===== src/chan_flag_pkg.sv =====
// package: constants and types for the timer channel flag block
package chan_flag_pkg;

  // channel mode field
  localparam int MODE_W = 3;
  typedef enum logic [MODE_W-1:0] {
    MODE_GPIO_IN  = 3'h0,
    MODE_GPIO_OUT = 3'h1,
    MODE_MCB_UP   = 3'h2,
    MODE_MCB_UPDN = 3'h3
  } chan_mode_t;

  // counter width and reset values
  localparam int          CNT_W          = 16;
  localparam logic [15:0] PERIOD_RST     = 16'hFFFF;
  localparam logic [15:0] CNT_RST        = 16'h0000;
  localparam chan_mode_t  MODE_RST       = MODE_GPIO_IN;
  localparam logic        ENABLE_RST     = 1'b0;
  localparam logic        DMA_SEL_RST    = 1'b0;

  // prescaler timing: counter tick period in ns at 50 MHz
  localparam int CLK_PERIOD_NS  = 20;
  localparam int TICK_PERIOD_NS = 80;
  localparam int TICK_CYCLES    = (TICK_PERIOD_NS + CLK_PERIOD_NS - 1) / CLK_PERIOD_NS;
  localparam int PRE_W          = 4;

endpackage : chan_flag_pkg


===== src/period_buffer.sv =====
// module: buffered period register, read data out of a flop
`timescale 1ns/100ps
module period_buffer (
  // clock and reset
  input  wire logic        ref_clk,
  input  wire logic        rstSync_n,
  // write side
  input  wire logic        wrEn,
  input  wire logic [15:0] wrData,
  // load side
  input  wire logic        loadEn,
  output logic      [15:0] active_r
);
  import chan_flag_pkg::*;

  logic [15:0] shadow_r;
  logic [15:0] shadow_nxt;
  logic [15:0] active_nxt;

  always_comb begin
    shadow_nxt = wrEn ? wrData : shadow_r;
    active_nxt = loadEn ? shadow_r : active_r;
  end

  always_ff @(posedge ref_clk or negedge rstSync_n) begin
    if (!rstSync_n) begin
      shadow_r <= PERIOD_RST;
      active_r <= PERIOD_RST;
    end else begin
      shadow_r <= shadow_nxt;
      active_r <= active_nxt;
    end
  end

endmodule : period_buffer


===== src/timer_channel_flag.sv =====
// module: one timer channel with status flag and request gating
//
// Contract
// - Moving the mode from general-purpose I/O to buffered modulus-counter mode may set the flag with no counter event.
// - A set flag raises the interrupt or DMA request whenever the flag request enable is set.
// - A one written to the flag clears it unless a set event comes in the same cycle, a zero leaves it unchanged.
// - With the flag request enable clear no interrupt or DMA request is issued, even if the flag is set.
`timescale 1ns/100ps
module timer_channel_flag (
  // clock and reset
  input  wire logic                       ref_clk,
  input  wire logic                       rst_n,
  // channel control
  input  wire chan_flag_pkg::chan_mode_t  modeSel,
  input  wire logic                       flag_request_enable,
  input  wire logic                       dmaSelect,
  input  wire logic                       periodWrite,
  input  wire logic [15:0]                periodData,
  // status
  input  wire logic                       flagClearWrite,
  input  wire logic                       flagClearData,
  output logic                            channelFlag,
  output logic [15:0]                     counterValue,
  // requests
  output logic                            irqReq,
  output logic                            dmaReq
);
  import chan_flag_pkg::*;

  // ****************************************
  // reset release
  // ****************************************
  logic [1:0] rstSync_r;
  logic       rstSync_n;

  always_ff @(posedge ref_clk or negedge rst_n) begin
    if (!rst_n) begin
      rstSync_r <= 2'h0;
    end else begin
      rstSync_r <= {rstSync_r[0], 1'b1};
    end
  end
  assign rstSync_n = rstSync_r[1];

  // ****************************************
  // tick divider
  // ****************************************
  logic [PRE_W-1:0] pre_r;
  logic [PRE_W-1:0] pre_nxt;
  logic             tick;

  always_comb begin
    tick    = (pre_r == PRE_W'(TICK_CYCLES - 1));
    pre_nxt = tick ? '0 : pre_r + PRE_W'(1);
  end

  always_ff @(posedge ref_clk or negedge rstSync_n) begin
    if (!rstSync_n) begin
      pre_r <= '0;
    end else begin
      pre_r <= pre_nxt;
    end
  end

  // ****************************************
  // mode tracking and counter
  // ****************************************
  chan_mode_t  mode_r;
  chan_mode_t  mode_nxt;
  logic [15:0] cnt_r;
  logic [15:0] cnt_nxt;
  logic        down_r;
  logic        down_nxt;
  logic [15:0] period;
  logic        isMcb;
  logic        wasGpio;
  logic        enterMcb;
  logic        cntEvent;

  period_buffer periodBuf (
    .ref_clk   (ref_clk),
    .rstSync_n (rstSync_n),
    .wrEn      (periodWrite),
    .wrData    (periodData),
    .loadEn    (cntEvent),
    .active_r  (period)
  );

  always_comb begin
    isMcb    = (modeSel == MODE_MCB_UP) || (modeSel == MODE_MCB_UPDN);
    wasGpio  = (mode_r == MODE_GPIO_IN) || (mode_r == MODE_GPIO_OUT);
    enterMcb = isMcb && wasGpio;
    mode_nxt = modeSel;
    cnt_nxt  = cnt_r;
    down_nxt = down_r;
    cntEvent = 1'b0;
    if (enterMcb) begin
      cnt_nxt  = CNT_RST;
      down_nxt = 1'b0;
    end else if (isMcb && tick) begin
      case (modeSel)
        MODE_MCB_UP: begin
          if (cnt_r >= period) begin
            cnt_nxt  = CNT_RST;
            cntEvent = 1'b1;
          end else begin
            cnt_nxt = cnt_r + 16'h0001;
          end
        end
        MODE_MCB_UPDN: begin
          if (!down_r && cnt_r >= period) begin
            down_nxt = 1'b1;
            cnt_nxt  = cnt_r - 16'h0001;
          end else if (down_r && cnt_r == 16'h0000) begin
            down_nxt = 1'b0;
            cntEvent = 1'b1;
            cnt_nxt  = 16'h0001;
          end else begin
            cnt_nxt = down_r ? cnt_r - 16'h0001 : cnt_r + 16'h0001;
          end
        end
        default: begin
          cnt_nxt = cnt_r;
        end
      endcase
    end
  end

  always_ff @(posedge ref_clk or negedge rstSync_n) begin
    if (!rstSync_n) begin
      mode_r <= MODE_RST;
      cnt_r  <= CNT_RST;
      down_r <= 1'b0;
    end else begin
      mode_r <= mode_nxt;
      cnt_r  <= cnt_nxt;
      down_r <= down_nxt;
    end
  end

  // ****************************************
  // status flag and requests
  // ****************************************
  logic flag_r;
  logic flag_nxt;
  logic irq_r;
  logic irq_nxt;
  logic dma_r;
  logic dma_nxt;
  logic flagSet;

  always_comb begin
    flagSet = cntEvent || enterMcb;
    flag_nxt = flag_r;
    if (flagClearWrite && flagClearData) begin
      flag_nxt = 1'b0;
    end
    if (flagSet) begin
      flag_nxt = 1'b1;
    end
    irq_nxt = flag_nxt && flag_request_enable && !dmaSelect;
    dma_nxt = flag_nxt && flag_request_enable && dmaSelect;
  end

  always_ff @(posedge ref_clk or negedge rstSync_n) begin
    if (!rstSync_n) begin
      flag_r <= 1'b0;
      irq_r  <= 1'b0;
      dma_r  <= 1'b0;
    end else begin
      flag_r <= flag_nxt;
      irq_r  <= irq_nxt;
      dma_r  <= dma_nxt;
    end
  end

  assign channelFlag  = flag_r;
  assign counterValue = cnt_r;
  assign irqReq       = irq_r;
  assign dmaReq       = dma_r;

endmodule : timer_channel_flag


===== config.mk =====
export PLATFORM = sky130hd
export DESIGN_NAME = timer_channel_flag
export DESIGN_NICKNAME = d
export VERILOG_FILES = /design/src/chan_flag_pkg.sv /design/src/period_buffer.sv /design/src/timer_channel_flag.sv
export SDC_FILE = /design/constraint.sdc
export NUM_CORES = 1
export LEC_CHECK = 0
export ABC_AREA = 1
export BUFFER_PORTS_ARGS = -buffer_cell sky130_fd_sc_hd__buf_2
export CORE_MARGIN = 1.5
export CORE_UTILIZATION = 40
export DETAILED_ROUTE_END_ITERATION = 7
export PLACE_DENSITY = 0.55
export SLEW_MARGIN = 25
export SYNTH_ARGS = -nofsm -noshare
export SYNTH_HDL_FRONTEND = slang
export SYNTH_SLANG_ARGS = --single-unit

===== constraint.sdc =====
create_clock -name ref_clk -period 2.04 [get_ports ref_clk]
set_input_delay 0.102 -clock ref_clk [delete_from_list [all_inputs] [get_ports ref_clk]]
set_output_delay 0.102 -clock ref_clk [all_outputs]
set_load 0.02 [all_outputs]

==> summary.md <==
| Metric | Value |
|---|---|
| Post-synth ARST share | 100.0% |
| Clock-pin slew on the worst setup and hold paths | about 0.08 ns |
| RSZ-0062 raised after global routing | yes |
| Avg WL per Cell | approximately 14 um |
| Compound-gate portion of the synthesized area | slightly above 3% |
| Logic pwr share | 68.1% |
| Internal power | 5031 uW |
| Syn Nets | approximately 540 |
| Ys Warns | 0 |
| Placed Area | about 0.0046 mm2 |
| HPWL Detailed | approximately 7.4 mm |
| CTS Buf Count | 9 |
| Worst hold path type | input pin to register |
| Sequential power share | between 10% and 20% |
| N_diodes | 0 |
| Congestion Overflow GR | 0 |
| Final Slew Violations | 0 |
| Die Height | 102.1 um |
| Tot Pwr | around 9400 uW |
| CTS tree | done |
| Mapped Cells | about 500 |
| Critical Path RT | ~2.3 ns |
| Static Leak | roughly 0.0027 uW |
| Top_reg_cell synth | dfstp_2 |
| Global-route wire length before repair | between 15 and 20 mm |
| RePlAce Congestion | 0.8828 |
| Initial antenna violation count | 0 |
| Detailed Route WL | between 10 and 15 mm |
| Max-cap viol count | 0 |
| Cells after DPL | 696 |
| Hold Startpoint | modeSel[0] |
| Synth Register Bits | 60 |
| CTS Buffer Depth | 2 |
| Peak supply drop | ~0.0011 V |
| Port Buf Inserts | 44 |
| Remaining DRCs | 0 |
| Die W | just over 100 um |
| Final Setup Violations | 32 |
| Pwr dens | 1730 mW/mm2 |
| Gr usage total | about a fifth |
| Clock share of power | roughly an eighth |
| Failing checks | setup timing |
| Nets | around 650 |
| Ports | 45 |
| Xor/xnor cell area share of the yosys netlist | under 10% |
| Syn_area_per_cell | roughly 8 um2 |
| Post-Synth Simple-Gate Area | between 30% and 40% |
| Core Area | around 0.0094 mm2 |
| Vias in the first global route | 3,615 |
| Die ar. | between 0.01 and 0.015 mm2 |
| FP Rows | 35 |
| Vias per cell | between 4 and 5 |
| Multiplexer area fraction after synthesis | 4.587% |
| Adder-cell area share of the yosys netlist | 6.053% |
| Clock latency at the later pin of the worst-skew pair | 0.34 ns |
| Routed Antenna Nets | 0 |
| Non-filler cells, final | 742 |
| Period utilization | 104.4% |
| H-tree levels | 3 |
| Reg-to-Reg Start | periodBuf.active_r[13]$_DFFE_PN1P_ |
| Crit path time final | about 2.1 ns |
| Area leader, netlist | dfstp_2 |
| DRT Pass-1 Iters | 4 |
| Via count | around 3,600 |
| Switching fraction of total power | roughly 46% |
| PnR worst setup slack | -0.09073 ns |
| Fmax achieved | 469.3 MHz |
| Worst Setup SP | periodBuf.active_r[13]$_DFFE_PN1P_ |
| Startpoint Class | register |
| Initial drt markers | ~130 |
| Setup CP Type | register to register |
| Worst Skew | approximately 0.009 ns |
| Total net switching power | 4361 uW |
| Synth top area share | between 20% and 30% |
| Synth top area cells | dfstp_2, dfrtp_1, nand2_1 |
| Final setup TNS | -1.255 ns |
| Area delta synth->final | 38.26% |
| Setup crit end kind | register |
| Max FO, Critical Path | 7 |
| Main combinational cell family by area after synthesis | simple AND/OR/NAND/NOR gates |
| Largest net degree at the start of global routing | roughly 60 |
| Initial Util | a little over two fifths |
| Ratio of cells with drive above 1 in the final layout | between 30% and 40% |
| Mapped Area | between 0.003 and 0.004 mm2 |
| Fin. Hold Viols | 0 |
| Yosys cell types | 35 |
| CTS root buffer | clkbuf_8 |
| Sequential element share of the synthesized area | between 30% and 40% |
| WP data arrival | 2.37 ns |
| Final instance area | roughly 0.0054 mm2 |
| Status | complete, but fails checks |
| EDFF count, synth | 0 |
| CTS sink cnt | 60 |
[final timing paths]
| path | to | slack (ns) | depth (start not counted) |
|---|---|---|---|
| setup / recovery | counterValue[2]$_DFFE_PN0P_ | -0.09 | 13 |
| hold / removal | down_r$_DFFE_PN0P_ | 0.05 | 3 |
| setup reg to reg | counterValue[2]$_DFFE_PN0P_ | -0.09 | 13 |
| hold reg to reg | counterValue[2]$_DFFE_PN0P_ | 0.27 | 1 |
| max in group asynchronous | periodBuf.active_r[8]$_DFFE_PN1P_ | 1.46 | 1 |
| min in group asynchronous | rstSync_r[1]$_DFF_PN0_ | 0.07 | 2 |
[sequential cells by signal, indices dropped and copies added, names as in the netlist, 2 cells and up]
register and cells:
counterValue 16, mode_r 2, periodBuf.active_r 16, periodBuf.shadow_r 16
pre_r 4, rstSync_r 2
[worst max-delay path: stages, from the launching register on]
cell,delay (ns)
dfstp_2,0.54
inv_2,0.04
ha_4,0.26
nand4_1,0.20
nor2_4,0.20
nand3_4,0.11
nand4_1,0.12
buf_6,0.14
buf_6,0.13
nand2_1,0.05
nand2_1,0.06
nand2_1,0.04
nand2_1,0.06
nand2_1,0.05
[metal layers]
metal  vias up  part of all wire [%]  track usage (%)
li1       1831                     -                -
met1      1677                    46            27.65
met2        76                    49            35.76
met3        15                   3.5            4.446
met4         0                   1.4            5.901
met5         -                     0                0
[cells in the mapped netlist, drive strengths merged, types with 3 or more instances]
cell / number
clkbuf: 7
xor2: 19
nand2: 165
mux2: 16
ha: 19
dfstp: 32
nor2: 52
nand4: 24
a21oi: 9
nand3: 39
inv: 51
o21ai: 9
xnor2: 3
nor3: 8
dfrtp: 28
buf: 9
[cell usage in the layout (no fill, tap or decap), types with 23 or more instances in the layout]
cell / count
nor2_1: 41
dfrtp_1: 27
nand2_1: 136
buf_2: 44
nand4_1: 24
buf_4: 37
nand2_2: 23
dfstp_2: 32
inv_1: 40
nand3_1: 25
[final cells by class]
type	instances	area (um2)
timing repair buffer	113	889.6
clock inverter	6	68.82
sequential	60	1543
multi-input combinational	373	2427
tap	129	161.4
fill	879	3941
inverter	51	191.4
clock buffer	10	148.9
[kinds of logic after synthesis]
family          after synthesis
buf+inv                      67
compound gates               22
other cells                   1
mux                          16
simple gates                291
flops                        60
fa+ha+maj                    19
xor+xnor                     22
[per-stage QoR]
stage	util (%)	hold WS [ns]	worst slack (ns)
floorplan	-	-0.1936	0.03187
global placement	49.03	-0.1108	-0.1360
detailed placement	49.03	-0.1104	-0.2323
CTS	55.26	0.04929	-0.008595
global route	57.94	0.05767	-0.2343
finish	57.94	0.05470	-0.09073
[power groups by stage]
stage / Combinational, uW / Clock (uW) / Sequential [uW]
floorplan: 3000 / 0 / 1910
global placement: 4840 / 0 / 1780
detailed placement: 4890 / 0 / 1780
CTS: 5730 / 1220 / 1780
global route: 7070 / 1280 / 1840
finish: 6400 / 1190 / 1800
[repair_timing]
item | 4_1_cts | 5_1_grt
pin swaps | 6 | 14
hold endpoints to repair | 22 | 0
setup buffers | 2 | 4
gates resized for setup | 29 | 40
hold buffers | 21 | 0
gates cloned | 1 | 2
endpoints found under the setup margin | 33 | 35
Note: power is estimated with default switching activity, not from simulation.
